**config.mk**
```make
export PLATFORM = sky130hd
export DESIGN_NAME = adt_top
export DESIGN_NICKNAME = d
export VERILOG_FILES = /design/src/logic/adt_pkg.sv /design/src/logic/adt_timer.sv /design/src/logic/adt_top.sv
export SDC_FILE = /design/constraint.sdc
export NUM_CORES = 1
export LEC_CHECK = 0
export BUFFER_PORTS_ARGS = -buffer_cell sky130_fd_sc_hd__buf_4
export CAP_MARGIN = 15
export CELL_PAD_IN_SITES_DETAIL_PLACEMENT = 1
export CELL_PAD_IN_SITES_GLOBAL_PLACEMENT = 2
export CORE_MARGIN = 2
export CORE_UTILIZATION = 39
export CTS_BUF_LIST = sky130_fd_sc_hd__clkbuf_16
export DETAILED_ROUTE_END_ITERATION = 7
export PLACE_DENSITY = 0.86
export SLEW_MARGIN = 15
export SYNTH_ARGS = -nofsm -noshare
export SYNTH_HDL_FRONTEND = slang
export SYNTH_SLANG_ARGS = --single-unit
```
**constraint.sdc**
```tcl
create_clock -name pclk -period 6.5 [get_ports pclk]
set_input_delay 0.65 -clock pclk [delete_from_list [all_inputs] [get_ports pclk]]
set_output_delay 0.65 -clock pclk [all_outputs]
set_load 0.05 [all_outputs]
```
**src/logic/adt_pkg.sv**
```systemverilog
// Package for the left-channel gain decay and debounce timing bank.
// Assumes an APB slave with 32-bit data and word-aligned registers.
`default_nettype none
package adt_pkg;
    // Bus widths
    localparam int ADT_AW = 12;
    localparam int ADT_DW = 32;
    // Register indexes; byte address is four times the index
    localparam logic [ADT_AW-1:0] ADT_IDX_DECAY = 12'h005a;
    localparam logic [ADT_AW-1:0] ADT_IDX_NOISE = 12'h005b;
    localparam logic [ADT_AW-1:0] ADT_IDX_SIGNAL = 12'h005c;
    localparam logic [ADT_AW-1:0] ADT_IDX_THRESH = 12'h0060;
    localparam logic [ADT_AW-1:0] ADT_IDX_STATUS = 12'h0061;
    localparam int ADT_IDX_SHIFT = 2;
    // Reset values
    localparam logic [7:0] ADT_RST_DECAY = 8'h00;
    localparam logic [4:0] ADT_RST_NOISE = 5'h00;
    localparam logic [3:0] ADT_RST_SIGNAL = 4'h0;
    localparam logic [4:0] ADT_RST_THRESH = 5'h00;
    // Field layout
    localparam int ADT_DTIME_LSB = 3;
    localparam int ADT_DTIME_W = 5;
    localparam int ADT_DSCALE_W = 3;
    localparam int ADT_NDB_W = 5;
    localparam int ADT_SDB_W = 4;
    localparam int ADT_THR_W = 5;
    // Timing units, in ADC word clocks
    localparam int ADT_TW = 23;
    localparam int ADT_DECAY_UNIT_SH = 9;
    localparam int ADT_DB_UNIT = 4;
    localparam int ADT_NDB_STEP = 4096;
    localparam int ADT_NDB_MAX = 20;
    localparam int ADT_SDB_STEP = 2048;

    // Decay: (2n+1)*512 scaled by 2^s
    function automatic logic [ADT_TW-1:0] adt_decay_len(
        input logic [ADT_DTIME_W-1:0] n, input logic [ADT_DSCALE_W-1:0] s);
        logic [ADT_TW-1:0] base;
        base = ADT_TW'({n, 1'b1}) << ADT_DECAY_UNIT_SH;
        return base << s;
    endfunction

    // Noise debounce: doubling from 4, then multiples of 4096
    function automatic logic [ADT_TW-1:0] adt_noise_len(
        input logic [ADT_NDB_W-1:0] c);
        logic [ADT_TW-1:0] v;
        v = '0;
        if (c <= 5'h01) begin
            v = '0;
        end else if (c <= 5'h09) begin
            v = ADT_TW'(ADT_DB_UNIT) << (c - 5'h02);
        end else if (c == 5'h0a) begin
            v = ADT_TW'(ADT_NDB_STEP / 2);
        end else if (c - 5'h0a >= 5'(ADT_NDB_MAX)) begin
            v = ADT_TW'(ADT_NDB_MAX * ADT_NDB_STEP);
        end else begin
            v = ADT_TW'(c - 5'h0a) * ADT_TW'(ADT_NDB_STEP);
        end
        return v;
    endfunction

    // Signal debounce: doubling from 4, then multiples of 2048
    function automatic logic [ADT_TW-1:0] adt_signal_len(
        input logic [ADT_SDB_W-1:0] c);
        logic [ADT_TW-1:0] v;
        v = '0;
        case (c)
            4'h0, 4'h1: v = '0;
            4'h9: v = ADT_TW'(ADT_SDB_STEP / 2);
            4'ha: v = ADT_TW'(ADT_SDB_STEP);
            4'hb: v = ADT_TW'(2 * ADT_SDB_STEP);
            4'hc: v = ADT_TW'(3 * ADT_SDB_STEP);
            4'hd: v = ADT_TW'(5 * ADT_SDB_STEP);
            4'he, 4'hf: v = ADT_TW'(6 * ADT_SDB_STEP);
            default: v = ADT_TW'(ADT_DB_UNIT) << (c - 4'h2);
        endcase
        return v;
    endfunction
endpackage
`default_nettype wire

```
**src/logic/adt_timer.sv**
```systemverilog
// Word-clock interval timer shared by the decay and debounce paths.
// Assumes tick is a one-cycle pulse on pclk, once per sample frame.
`default_nettype none
module adt_timer #(
    parameter int W = 23
) (
    // Clock and reset
    input wire logic pclk,
    input wire logic presetn,
    // Control
    input wire logic restart,
    input wire logic tick,
    input wire logic [W-1:0] limit,
    // Result
    output logic done
);
    logic [W-1:0] cnt_r;

    // Counts whole frames; saturates so a long hold cannot wrap
    always_ff @(posedge pclk or negedge presetn) begin
        if (!presetn) begin
            cnt_r <= '0;
        end else if (restart) begin
            cnt_r <= '0;
        end else if (tick && cnt_r < limit) begin
            cnt_r <= cnt_r + 1'b1;
        end
    end

    // Zero limit means done at once
    assign done = (cnt_r >= limit);
endmodule
`default_nettype wire

```
**src/logic/adt_top.sv**
```systemverilog
// Gain decay and noise/signal debounce timing bank with APB registers.
// Assumes decay_req and noise_cond come from the gain engine on pclk,
// and adc_wclk is the asynchronous ADC word clock pin.
`default_nettype none
module adt_top
    import adt_pkg::*;
(
    // APB clock and reset
    input wire logic pclk,
    input wire logic presetn,
    // APB request
    input wire logic psel,
    input wire logic penable,
    input wire logic pwrite,
    input wire logic [ADT_AW-1:0] paddr,
    input wire logic [ADT_DW-1:0] pwdata,
    input wire logic [3:0] pstrb,
    // APB answer
    output logic pready,
    output logic [ADT_DW-1:0] prdata,
    output logic pslverr,
    // ADC word clock pin
    input wire logic adc_wclk,
    // Gain engine conditions
    input wire logic decay_req,
    input wire logic noise_cond,
    // Timing results
    output logic decay_step,
    output logic noise_gate
);
    typedef enum logic [2:0] {
        ADT_G_IDLE = 3'b001,
        ADT_G_GATED = 3'b010,
        ADT_G_OFF = 3'b100
    } adt_gate_t;

    logic [7:0] decay_r;
    logic [ADT_NDB_W-1:0] noise_db_r;
    logic [ADT_SDB_W-1:0] signal_db_r;
    logic [ADT_THR_W-1:0] thresh_r;
    logic pready_r;
    logic [ADT_DW-1:0] prdata_r;
    logic pslverr_r;
    logic [2:0] wclk_r;
    logic decay_req_r;
    logic decay_step_r;
    adt_gate_t gate_r;
    logic noise_gate_r;
    logic gate_nxt;
    logic cfg_wr;
    logic wclk_tick;
    logic decay_done;
    logic noise_done;
    logic signal_done;
    logic decay_restart;
    logic noise_restart;
    logic signal_restart;
    logic [ADT_TW-1:0] decay_len;
    logic [ADT_TW-1:0] noise_len;
    logic [ADT_TW-1:0] signal_len;
    logic access;
    logic mapped;
    logic [ADT_AW-1:0] idx;

    // Address decode; word index from byte address
    function automatic logic adt_hit(input logic [ADT_AW-1:0] a,
                                     input logic [ADT_AW-1:0] i);
        return (a[1:0] == 2'b00) && ((a >> ADT_IDX_SHIFT) == i);
    endfunction

    assign idx = paddr >> ADT_IDX_SHIFT;
    assign access = psel && penable;
    assign mapped = adt_hit(paddr, ADT_IDX_DECAY)
                 || adt_hit(paddr, ADT_IDX_NOISE)
                 || adt_hit(paddr, ADT_IDX_SIGNAL)
                 || adt_hit(paddr, ADT_IDX_THRESH)
                 || adt_hit(paddr, ADT_IDX_STATUS);
    // Write lands only at the edge where pready is seen high
    assign cfg_wr = access && pready_r && pwrite && pstrb[0] && mapped;

    // One wait state: pready rises in the second access cycle
    always_ff @(posedge pclk or negedge presetn) begin
        if (!presetn) begin
            pready_r <= 1'b0;
        end else begin
            pready_r <= access && !pready_r;
        end
    end

    // Read data and error captured with pready
    always_ff @(posedge pclk or negedge presetn) begin
        if (!presetn) begin
            prdata_r <= '0;
            pslverr_r <= 1'b0;
        end else if (access && !pready_r) begin
            pslverr_r <= !mapped;
            prdata_r <= '0;
            if (!pwrite) begin
                if (adt_hit(paddr, ADT_IDX_DECAY)) begin
                    prdata_r <= ADT_DW'(decay_r);
                end else if (adt_hit(paddr, ADT_IDX_NOISE)) begin
                    prdata_r <= ADT_DW'(noise_db_r);
                end else if (adt_hit(paddr, ADT_IDX_SIGNAL)) begin
                    prdata_r <= ADT_DW'(signal_db_r);
                end else if (adt_hit(paddr, ADT_IDX_THRESH)) begin
                    prdata_r <= ADT_DW'(thresh_r);
                end else if (adt_hit(paddr, ADT_IDX_STATUS)) begin
                    prdata_r <= ADT_DW'({decay_req_r, gate_r});
                end
            end
        end else begin
            prdata_r <= '0;
            pslverr_r <= 1'b0;
        end
    end

    // Configuration registers; upper debounce bits are not stored
    always_ff @(posedge pclk or negedge presetn) begin
        if (!presetn) begin
            decay_r <= ADT_RST_DECAY;
            noise_db_r <= ADT_RST_NOISE;
            signal_db_r <= ADT_RST_SIGNAL;
            thresh_r <= ADT_RST_THRESH;
        end else if (cfg_wr) begin
            if (idx == ADT_IDX_DECAY) begin
                decay_r <= pwdata[7:0];
            end else if (idx == ADT_IDX_NOISE) begin
                noise_db_r <= pwdata[ADT_NDB_W-1:0];
            end else if (idx == ADT_IDX_SIGNAL) begin
                signal_db_r <= pwdata[ADT_SDB_W-1:0];
            end else if (idx == ADT_IDX_THRESH) begin
                thresh_r <= pwdata[ADT_THR_W-1:0];
            end
        end
    end

    // Word clock pin: two-flop sync, third flop for the edge
    always_ff @(posedge pclk or negedge presetn) begin
        if (!presetn) begin
            wclk_r <= '0;
        end else begin
            wclk_r <= {wclk_r[1:0], adc_wclk};
        end
    end
    assign wclk_tick = wclk_r[1] && !wclk_r[2];

    // Interval lengths from the codes
    assign decay_len = adt_decay_len(decay_r[ADT_DTIME_LSB +: ADT_DTIME_W],
                                     decay_r[ADT_DSCALE_W-1:0]);
    assign noise_len = adt_noise_len(noise_db_r);
    assign signal_len = adt_signal_len(signal_db_r);

    // Decay restarts on request change, on each step and on reprogram
    assign decay_restart = (decay_req != decay_req_r) || decay_step_r
                        || !decay_req
                        || (cfg_wr && idx == ADT_IDX_DECAY);

    always_ff @(posedge pclk or negedge presetn) begin
        if (!presetn) begin
            decay_req_r <= 1'b0;
            decay_step_r <= 1'b0;
        end else begin
            decay_req_r <= decay_req;
            decay_step_r <= decay_req && decay_req_r && decay_done
                         && !decay_step_r;
        end
    end

    // Debounce timers run only while their condition holds
    assign noise_restart = !(gate_r == ADT_G_IDLE && noise_cond);
    assign signal_restart = !(gate_r == ADT_G_GATED && !noise_cond);

    // Noise gate: debounced entry, debounced exit
    always_comb begin
        gate_nxt = 1'b0;
        case (gate_r)
            ADT_G_IDLE: gate_nxt = noise_cond && noise_done;
            ADT_G_GATED: gate_nxt = !(!noise_cond && signal_done);
            default: gate_nxt = 1'b0;
        endcase
    end

    always_ff @(posedge pclk or negedge presetn) begin
        if (!presetn) begin
            gate_r <= ADT_G_OFF;
            noise_gate_r <= 1'b0;
        end else if (thresh_r == ADT_RST_THRESH) begin
            gate_r <= ADT_G_OFF;
            noise_gate_r <= 1'b0;
        end else if (gate_r == ADT_G_OFF) begin
            gate_r <= ADT_G_IDLE;
            noise_gate_r <= 1'b0;
        end else begin
            // Output flop mirrors the gated state, no decode on the pin
            gate_r <= gate_nxt ? ADT_G_GATED : ADT_G_IDLE;
            noise_gate_r <= gate_nxt;
        end
    end

    // Timer instances
    adt_timer #(.W(ADT_TW)) u_decay (
        .pclk(pclk),
        .presetn(presetn),
        .restart(decay_restart),
        .tick(wclk_tick),
        .limit(decay_len),
        .done(decay_done)
    );
    adt_timer #(.W(ADT_TW)) u_noise (
        .pclk(pclk),
        .presetn(presetn),
        .restart(noise_restart),
        .tick(wclk_tick),
        .limit(noise_len),
        .done(noise_done)
    );
    adt_timer #(.W(ADT_TW)) u_signal (
        .pclk(pclk),
        .presetn(presetn),
        .restart(signal_restart),
        .tick(wclk_tick),
        .limit(signal_len),
        .done(signal_done)
    );

    // Outputs straight from flops
    assign pready = pready_r;
    assign prdata = prdata_r;
    assign pslverr = pslverr_r;
    assign decay_step = decay_step_r;
    assign noise_gate = noise_gate_r;
endmodule
`default_nettype wire

```
* Word-level counts from Yosys, hierarchy flattened
Cells that the tools add are included.
** Storage, ports and cells
- Register bits :: 134
- Logic and storage cells :: 129
** Operators by class
- Multiplexer cells :: 25
- Order comparisons :: 9
- $add $sub $neg :: 7
- Equal/unequal tests :: 20
- Reduce and logical (&&, ||, !) cells :: 47
- Shift operators :: 3
- Bitwise gates (word level) :: 3
** Operators by type and width (number)
- $mux 23 :: 10
- $pmux 23 s7 :: 1
- $mux 32 :: 3
- $add 23x1->23 const B :: 3
- $ge 23x23->1 :: 3
- $lt 23x23->1 :: 3
- $eq 10x7->1 const B :: 5
- $eq 4x4->1 const B :: 7
- $logic_and 1x1->1 :: 23
- $shl 15x3->23 :: 1
- $shl 3x4->23 const A :: 1
- $shl 3x5->23 const A :: 1
- $mux 5 :: 3
- $logic_not 1->1 :: 7
- $logic_or 1x1->1 :: 7
- $sub 5x4->6 const B :: 1
- $eq 5x4->1 const B :: 1
- $ge 5x5->1 const B :: 1
- $le 5x1->1 const B :: 1
- $le 5x4->1 const B :: 1
- $logic_not 5->1 :: 1
- $reduce_and 5->1 :: 1
- $sub 5x2->5 const B :: 1
- $sub 5x4->5 const B :: 1
- other kinds (20) :: 27

* Longest topological paths before layout
Gate-level depths: netlist of run 1.
- Word-level depth :: 12
- Gate-level depth with buffers :: 18
- Gate-level depth less buffers :: 15

* Cells and area by module
A second synthesis of run 1 with hierarchy kept.
** Unflattened totals
- Cells, all modules :: 987
- Area, all modules :: 8454.4 um^2
** By module, submodules not included
- adt_timer :: cells each 218, sequential area each 575.6 um^2, area an instance 1848.0 um^2, times used 3
- adt_top :: cells each 333, sequential area each 1002.2 um^2, area an instance 2910.3 um^2, times used 1

* Worst setup path after synthesis of run 1
Ideal clock, no wire load.
- Path kind :: reg-to-reg
- Start :: register noise_db_r[1]
- End :: register u_noise.cnt_r[5]
- Stages on the path, launching flop included :: 17
- Setup time :: 0.136 ns
- Period minus slack after synthesis :: 4.195 ns
- Data arrival time :: 4.059 ns
- Path slack :: 2.305 ns
- Path buffers :: 3
- Cells stage by stage :: dfrtp_1 clkbuf_1 inv_1 ha_1 clkbuf_1 a22oi_1 nor2_1 a211oi_1 o21ai_0 ha_1 nand4_1 nor4_1 o211ai_1 nand4_1 clkbuf_1 or3_1 a21oi_1
** Between the ends
- Cells in the longest elaborated chain, start to end :: 9
- Elaborated cells on any way between the ends :: 15
** RTL lines
- start: declaration :: line adt_top.sv:38 : logic [ADT_NDB_W-1:0] noise_db_r;
- start signal: assignment :: line adt_top.sv:128 : noise_db_r <= pwdata[ADT_NDB_W-1:0];
- $sub 5x4->5 :: line adt_pkg.sv:54 : end else if (c - 5'h0a >= 5'(ADT_NDB_MAX)) begin
- $ge 5x5->1 :: line adt_pkg.sv:54
- $mux 23 :: line adt_pkg.sv:54
- $mux 23 :: line adt_pkg.sv:52 : end else if (c == 5'h0a) begin
- $mux 23 :: line adt_pkg.sv:50 : end else if (c <= 5'h09) begin
- $mux 23 (*) :: line adt_pkg.sv:48 : if (c <= 5'h01) begin
- $lt 23x23->1 (*) :: line adt_timer.sv:25 : end else if (tick && cnt_r < limit) begin
- $logic_and 1x1->1 (*) :: line adt_timer.sv:25
- $ne 2x1->1 (no source line) (*)
- end signal: assignment :: line adt_timer.sv:26 : cnt_r <= cnt_r + 1'b1;
- end: declaration :: line adt_timer.sv:17 : logic [W-1:0] cnt_r;
Mark *: on every way between the ends. The rest lies on a longest branch, timed or not.
A chain may end at the register's enable or synchronous reset.

* Worst setup path in the final report of run 1
- Start :: register noise_db_r[1]
- End :: register u_noise.cnt_r[9]
The elaborated chain is that of the path after synthesis.

==> Implementation_results.wiki, run 1 <==
{| class="wikitable"
! Metric !! Value
|-
| Outcome || complete, no violations
|-
| Final WL || between 20000 and 25000 um
|-
| Critical path type || register to register
|-
| Wire per inst || roughly 18 um
|-
| Largest voltage drop on the vdd net || ~0.11 mV
|-
| Achievable frequency || between 150 and 200 MHz
|-
| Pleak || 3.33 nW
|-
| Number of levels the H-tree was split into || 3
|-
| Global routing usage summed across all routing layers || 0.209
|-
| Area share of and/or/nand/nor cells after synthesis || 0.247
|-
| Final count of pins violating max slew || 0
|-
| Total power draw || ~1.4 mW
|-
| Fraction of final layout cells sized beyond drive strength 1 || 0.109
|-
| Total count of hold-check failures in the final report || 0
|-
| Met2 track utilization from global routing || 0.350
|-
| Cells traversed along the worst timing path || inv_1 > ha_1 > a22oi_1 > nor2_1 > a211oi_1 > o21ai_0 > ha_1 > a21oi_1 > nand2_1 > a221oi_2 > nand4_1 > or4_1 > a21oi_1
|-
| Critical path's largest stage delay || 690 ps
|-
| Met3 usage in global routing || 0.0343
|-
| Starting Density || 0.395
|-
| Worst min-delay path category || register to register
|-
| Slew margin rel. || 0.284
|-
| Final period utilization || 0.809
|-
| Area Overhead vs Synth || 9.26%
|-
| Filler Cell Count || around 2300
|-
| Distinct cells, synth || between 60 and 70
|-
| Fraction of synthesized area in multiplexers || 0.0551
|-
| Vias in the first global route || around 6700
|-
| Clock-pin slew reported for the worst setup and hold paths after clock tree synthesis || about 80 ps
|-
| Kind of capture point of the worst setup path || register
|-
| Post-Syn Area per Cell || ~8.9 um^2
|-
| Combinational family with the most area after synthesis || simple AND/OR/NAND/NOR gates
|-
| Complex-gate fraction of the synthesized area || 0.176
|-
| Final critical path time including I/O delays and setup || 5260 ps
|-
| Sink count of the clock tree || 109
|-
| Placer congestion estimate || a little over 0.8
|-
| Max-capacitance violation count || 0
|-
| Core Rows || about 50
|-
| RSZ-0062 raised after global routing || false
|-
| Port bufs || 40
|-
| Syn. warnings || 0
|-
| Antenna diode count || 0
|-
| Data arrival, critical path || approximately 5500 ps
|-
| Summed negative setup slack over all endpoints || 0 ps
|-
| Residual overflow from global routing || 0
|-
| Vert. Die Dim || 144 um
|-
| Number of enable flip-flop cells after synthesis || 0
|-
| Most frequent standard cell in the layout excluding fill and tap cells || dfrtp_1
|-
| Number of buffers inserted by post-CTS setup repair || 0
|-
| Post-DRT Antenna Nets || 0
|-
| Post-synthesis sequential element count || approximately 110
|-
| Kind of cell with the highest combined delay on the critical path || compound AO/OA/AOI/OAI gates
|-
| Largest driver fanout on the critical path || 18
|-
| HPWL reported at the end of detailed placement || around 15000 um
|-
| Wire length of the first global-routing pass || about 34000 um
|-
| First-pass iteration count of the detailed router || 4
|-
| Clock tree from TritonCTS || built
|-
| Clock buffers created by TritonCTS || 9
|-
| Cell with the largest stage delay on the worst path || or4_1
|-
| Met1 track utilization from global routing || 0.278
|-
| CTS resizes || 0
|-
| Summed instance area of the synthesized netlist || about 0.0076 mm^2
|-
| Die Outline Area || 0.0207 mm^2
|-
| Final #Nets || between 900 and 1000
|-
| Core ar. || about 0.019 mm^2
|-
| CP Launch Type || register
|-
| Width of the die || approximately 140 um
|-
| Global routing's busiest layer || met2
|-
| Prevailing post-synth register cell || dfrtp_1
|-
| Initial antenna violation count || 0
|-
| Root buffer cell || clkbuf_16
|-
| Largest net degree at the start of global routing || 64
|-
| Clock insertion delay at the later pin of the skew report || 360 ps
|-
| Boundary pin count || about 90
|-
| Worst slack at placement || between 1000 and 1500 ps
|-
| Vias per cell || between 5 and 6
|-
| Asr flop ratio synth || 1.00
|-
| CP Data Required Time || 6770 ps
|-
| Number of instances in the synthesized netlist || 858
|-
| Pwr Density || 163 mW/mm^2
|-
| Buffer depth of the longest clock path || 2
|-
| Worst path bufs/invs || 1
|-
| Xor and xnor fraction of the mapped netlist area || 0.00803
|-
| Most used cells in the layout excluding fill and tap cells || dfrtp_1, a21oi_1, nand2_1
|-
| Final setup violation count || 0
|-
| Clk_skew || 9.73 ps
|-
| Cts hold-fix bufs || 0
|-
| Pin slew with the least headroom to its limit || approximately 1100 ps
|-
| DRC violations left || 0
|-
| Final setup margin || 1240 ps
|-
| Post-synthesis adder-cell area fraction || 0.100
|-
| Post-synthesis sequential area ratio || 0.357
|-
| Count of routing violations after the opening detailed-route iteration || 303
|-
| Vias || 6599
|}
## cells in the mapped netlist, types with 25 or more instances
master / instances / share of area
dfrtp_1: 108 / 0.35
a21oi_1: 95 / 0.062
nand2_1: 64 / 0.031
ha_1: 61 / 0.10
nor2_1: 49 / 0.024
or4_1: 41 / 0.040
o21ai_0: 39 / 0.026
o31ai_1: 38 / 0.037
nand3_1: 36 / 0.024
clkbuf_1: 33 / 0.016
buf_4: 25 / 0.025
nand4_1: 25 / 0.020
## sequential cells by signal (all words and copies together), names as in the netlist
name	flops
u_decay.cnt_r	23
u_noise.cnt_r	23
u_signal.cnt_r	23
decay_r	8
prdata	8
noise_db_r	5
thresh_r	5
signal_db_r	4
gate_r	3
wclk_r	3
decay_req_r	1
decay_step	1
pready	1
pslverr	1
## per-stage QoR
step                      hold slack (ps)  utilization  cell area, um^2  instances
final                                 358        0.431             8340       1140
after global placement                339        0.416             8030       1124
after CTS                             363        0.431             8340       1140
after detailed placement              353        0.416             8030       1124
after global routing                  369        0.431             8340       1140
after floorplan                       331            -             7720        881
## logic make-up after synthesis
logic type	Yosys count
adder cells (fa/ha/maj)	61
multiplexers	39
AO/OA/AOI/OAI	218
buffers and inverters	84
flip-flops	109
XOR/XNOR	7
other	2
AND/OR/NAND/NOR	338
## power breakdown
group	internal [mW]	leakage, nW	switching, mW	total [mW]
registers	0.680	1.51	0.00186	0.681
logic	0.0178	1.67	0.0673	0.0850
clock network	0.307	0.156	0.287	0.594
total	1.00	3.33	0.356	1.36
## metal layers
layer  part of all wire  vias to the layer above
li1                   -                     3209
met5                  0                        -
met3              0.027                       28
met2               0.48                       79
met1               0.47                     3283
met4              0.019                        0
## cell type report
class	instances	area (um^2)	area share
Sequential cell	109	2730	0.327
Tap cell	265	332	0.0397
Clock inverter	7	82.6	0.00990
Inverter	18	67.6	0.00810
Clock buffer	9	225	0.0270
Multi-Input combinational cell	688	4580	0.549
Timing Repair Buffer	44	330	0.0396
## final timing paths
path                                    start               end  slack (ps)  cells past startpoint
worst min-delay path                wclk_r[0]         wclk_r[1]         360                      0
max in group asynchronous             presetn         wclk_r[1]        4930                      2
worst min register to register      wclk_r[0]         wclk_r[1]         360                      0
worst max register to register  noise_db_r[1]  u_noise.cnt_r[9]        1240                     13
worst max-delay path            noise_db_r[1]  u_noise.cnt_r[9]        1240                     13
min in group asynchronous             presetn        decay_r[6]         390                      1
## worst reg2reg max path, cell delays in order, from the launching register on
cell      delay [ps]
dfrtp_1          570
inv_1            200
ha_1             360
a22oi_1          610
nor2_1            80
a211oi_1         490
o21ai_0          200
ha_1             380
a21oi_1          180
nand2_1           80
a221oi_2         500
nand4_1          650
or4_1            690
a21oi_1          160
(Power assumes the default switching activity.)
==> run 2, diff against run 1 <==
Settings changed: CORE_UTILIZATION 39 to 33, PLACE_DENSITY 0.86 to 0.77.
Clock period 6.5 ns to 4.25 ns, I/O delays scaled along.
==> Implementation_results.wiki, run 2 (synthesized netlist as in run 1, its figures left out) <==
{| class="wikitable"
! Metric !! Value
|-
| Outcome || complete, no violations
|-
| Kind of cell with the highest combined delay on the critical path || compound AO/OA/AOI/OAI gates
|-
| RSZ-0062 raised after global routing || false
|-
| Final count of pins violating max slew || 0
|-
| Regs by FF count || u_decay.cnt_r: 23 flops, u_noise.cnt_r: 23 flops, u_signal.cnt_r: 23 flops
|-
| Largest net degree at the start of global routing || 47
|-
| Final #Nets || roughly 1000
|-
| Cells traversed along the worst timing path || inv_1 > ha_2 > nor2b_1 > o21ai_0 > a21oi_1 > o21ai_0 > or2_2 > a221o_1 > ha_1 > a21oi_1 > o21ai_0 > a221oi_2 > buf_4 > nand4_1 > buf_4 > or4_1 > a21oi_1
|-
| Clock tree from TritonCTS || built
|-
| Buffer depth of the longest clock path || 2
|-
| Pwr Density || roughly 240 mW/mm^2
|-
| Origin of the worst setup path || noise_db_r[2]
|-
| HPWL reported at the end of detailed placement || ~16000 um
|-
| Global routing usage summed across all routing layers || 0.180
|-
| Final WL || between 20000 and 25000 um
|-
| Root buffer cell || clkbuf_16
|-
| Max-capacitance violation count || 0
|-
| Critical path's largest stage delay || approximately 500 ps
|-
| Total count of hold-check failures in the final report || 0
|-
| Sink count of the clock tree || ~110
|-
| Placer congestion estimate || between 0.7 and 0.8
|-
| Filler Cell Count || ~2700
|-
| Vert. Die Dim || ~160 um
|-
| Antenna diode count || 0
|-
| CP Data Required Time || 4530 ps
|-
| Vias per cell || between 5 and 6
|-
| Worst path bufs/invs || 3
|-
| Largest voltage drop on the vdd net || roughly 0.21 mV
|-
| Critical path type || register to register
|-
| Achievable frequency || approximately 250 MHz
|-
| Endpoint of the worst register-to-register path || u_noise.cnt_r[9]
|-
| Wire length of the first global-routing pass || between 30000 and 40000 um
|-
| Residual overflow from global routing || 0
|-
| Slew margin rel. || 0.317
|-
| Post-DRT Antenna Nets || 0
|-
| Worst min-delay path category || input pin to async pin
|-
| Summed negative setup slack over all endpoints || 0 ps
|-
| Final setup violation count || 0
|-
| Final period utilization || 0.925
|-
| Largest driver fanout on the critical path || 18
|-
| Most used cells in the layout excluding fill and tap cells || dfrtp_1, a21oi_1, buf_4
|-
| CP Launch Type || register
|-
| Fraction of final layout cells sized beyond drive strength 1 || 0.140
|-
| Post-Layout Cell Count || between 1000 and 1500
|-
| Width of the die || approximately 160 um
|-
| Vias || between 6000 and 7000
|-
| Kind of capture point of the worst setup path || register
|-
| Final critical path time including I/O delays and setup || roughly 3900 ps
|-
| Wire per inst || 17.6 um
|-
| Number of levels the H-tree was split into || 3
|-
| First-pass iteration count of the detailed router || 4
|-
| Pin slew with the least headroom to its limit || ~1000 ps
|-
| Reg-to-reg slack, setup || 320 ps
|-
| Port bufs || 40
|-
| Clk_skew || roughly 13 ps
|-
| Worst slack at placement || approximately 210 ps
|-
| Cell count of the worst reg-to-reg path || 17
|-
| Clock-pin slew reported for the worst setup and hold paths after clock tree synthesis || approximately 80 ps
|-
| Most frequent standard cell in the layout excluding fill and tap cells || dfrtp_1
|-
| Endpoint of the most critical setup path || u_noise.cnt_r[9]
|-
| Cell with the largest stage delay on the worst path || or4_1
|-
| Post-Route Utilization || 0.379
|-
| Area Overhead vs Synth || 12.6%
|-
| Vias in the first global route || approximately 6600
|-
| Die Outline Area || between 0.02 and 0.025 mm^2
|-
| Core ar. || 0.0227 mm^2
|-
| DRC violations left || 0
|-
| Data arrival, critical path || 4210 ps
|-
| Boundary pin count || 92
|-
| Cts hold-fix bufs || 0
|-
| Number of logic stages on the critical path including buffering || 17
|-
| Initial antenna violation count || 0
|-
| Count of routing violations after the opening detailed-route iteration || approximately 390
|-
| Pleak || 3.47 nW
|-
| Final setup margin || roughly 320 ps
|-
| Clock insertion delay at the later pin of the skew report || around 370 ps
|-
| Starting Density || 0.336
|-
| Clock buffers created by TritonCTS || 9
|-
| Core Rows || 55
|-
| Number of cells in the design after placement || around 1200
|-
| Worst R2R Start || noise_db_r[2]
|}
==> run 2: area by class of cell <==
class / count / area (um^2) / share of cell area
multi-input cells: 688 / 4590 / 0.534
flip-flops and latches: 109 / 2730 / 0.317
repair buffers: 71 / 546 / 0.0634
well taps: 285 / 357 / 0.0415
clock buffers: 9 / 225 / 0.0262
clock inverters: 7 / 82.6 / 0.00960
inverters: 18 / 67.6 / 0.00786
==> run 2: report_power, final <==
part / switching, mW / total [mW] / internal (mW) / leakage (nW)
Combinational: 0.104 / 0.133 / 0.0298 / 1.80
Sequential: 0.00323 / 1.04 / 1.04 / 1.51
Clock: 0.451 / 0.921 / 0.470 / 0.155
==> run 2: timing repair <==
| action | in CTS | in global routing |
|---|---|---|
| hold endpoints to repair | 0 | 0 |
| setup buffers | 0 | 3 |
| setup endpoints to repair | 0 | 24 |
| resized for setup | 0 | 4 |
==> run 2: worst min-delay path by stage <==
stage,endpoint,cells after the start,slack (ps),from
after floorplan,decay_r[0],0,130,presetn
after global placement,wclk_r[1],0,340,wclk_r[0]
after detailed placement,wclk_r[1],0,340,wclk_r[0]
after CTS,u_noise.cnt_r[19],1,70,presetn
after global routing,u_noise.cnt_r[17],1,80,presetn
final,u_noise.cnt_r[19],1,50,presetn
==> run 2: layer usage <==
metal,GRT usage,part of all wire,vias up
met5,0,0,-
met4,0.0310,0.0090,0
met3,0.0308,0.031,11
met2,0.302,0.48,64
met1,0.248,0.48,3294
li1,-,-,3246
==> run 2: per-stage QoR <==
| step | area (um^2) | hold slack [ps] | total power, mW |
|---|---|---|---|
| final | 8600 | 49.9 | 2.10 |
| after global routing | 8600 | 76.4 | 2.18 |
| after CTS | 8560 | 70.1 | 2.13 |
| after detailed placement | 8250 | 343 | 1.20 |
| after global placement | 8250 | 338 | 1.20 |
| after floorplan | 7720 | 129 | 1.15 |
==> run 2: worst reg2reg max path: cells and delay by family, from the launching register on <==
kind	cells	cell delay (ps)
flops	1	380
fa+ha+maj	2	530
simple gates	4	1080
buf+inv	3	480
compound gates	8	1400
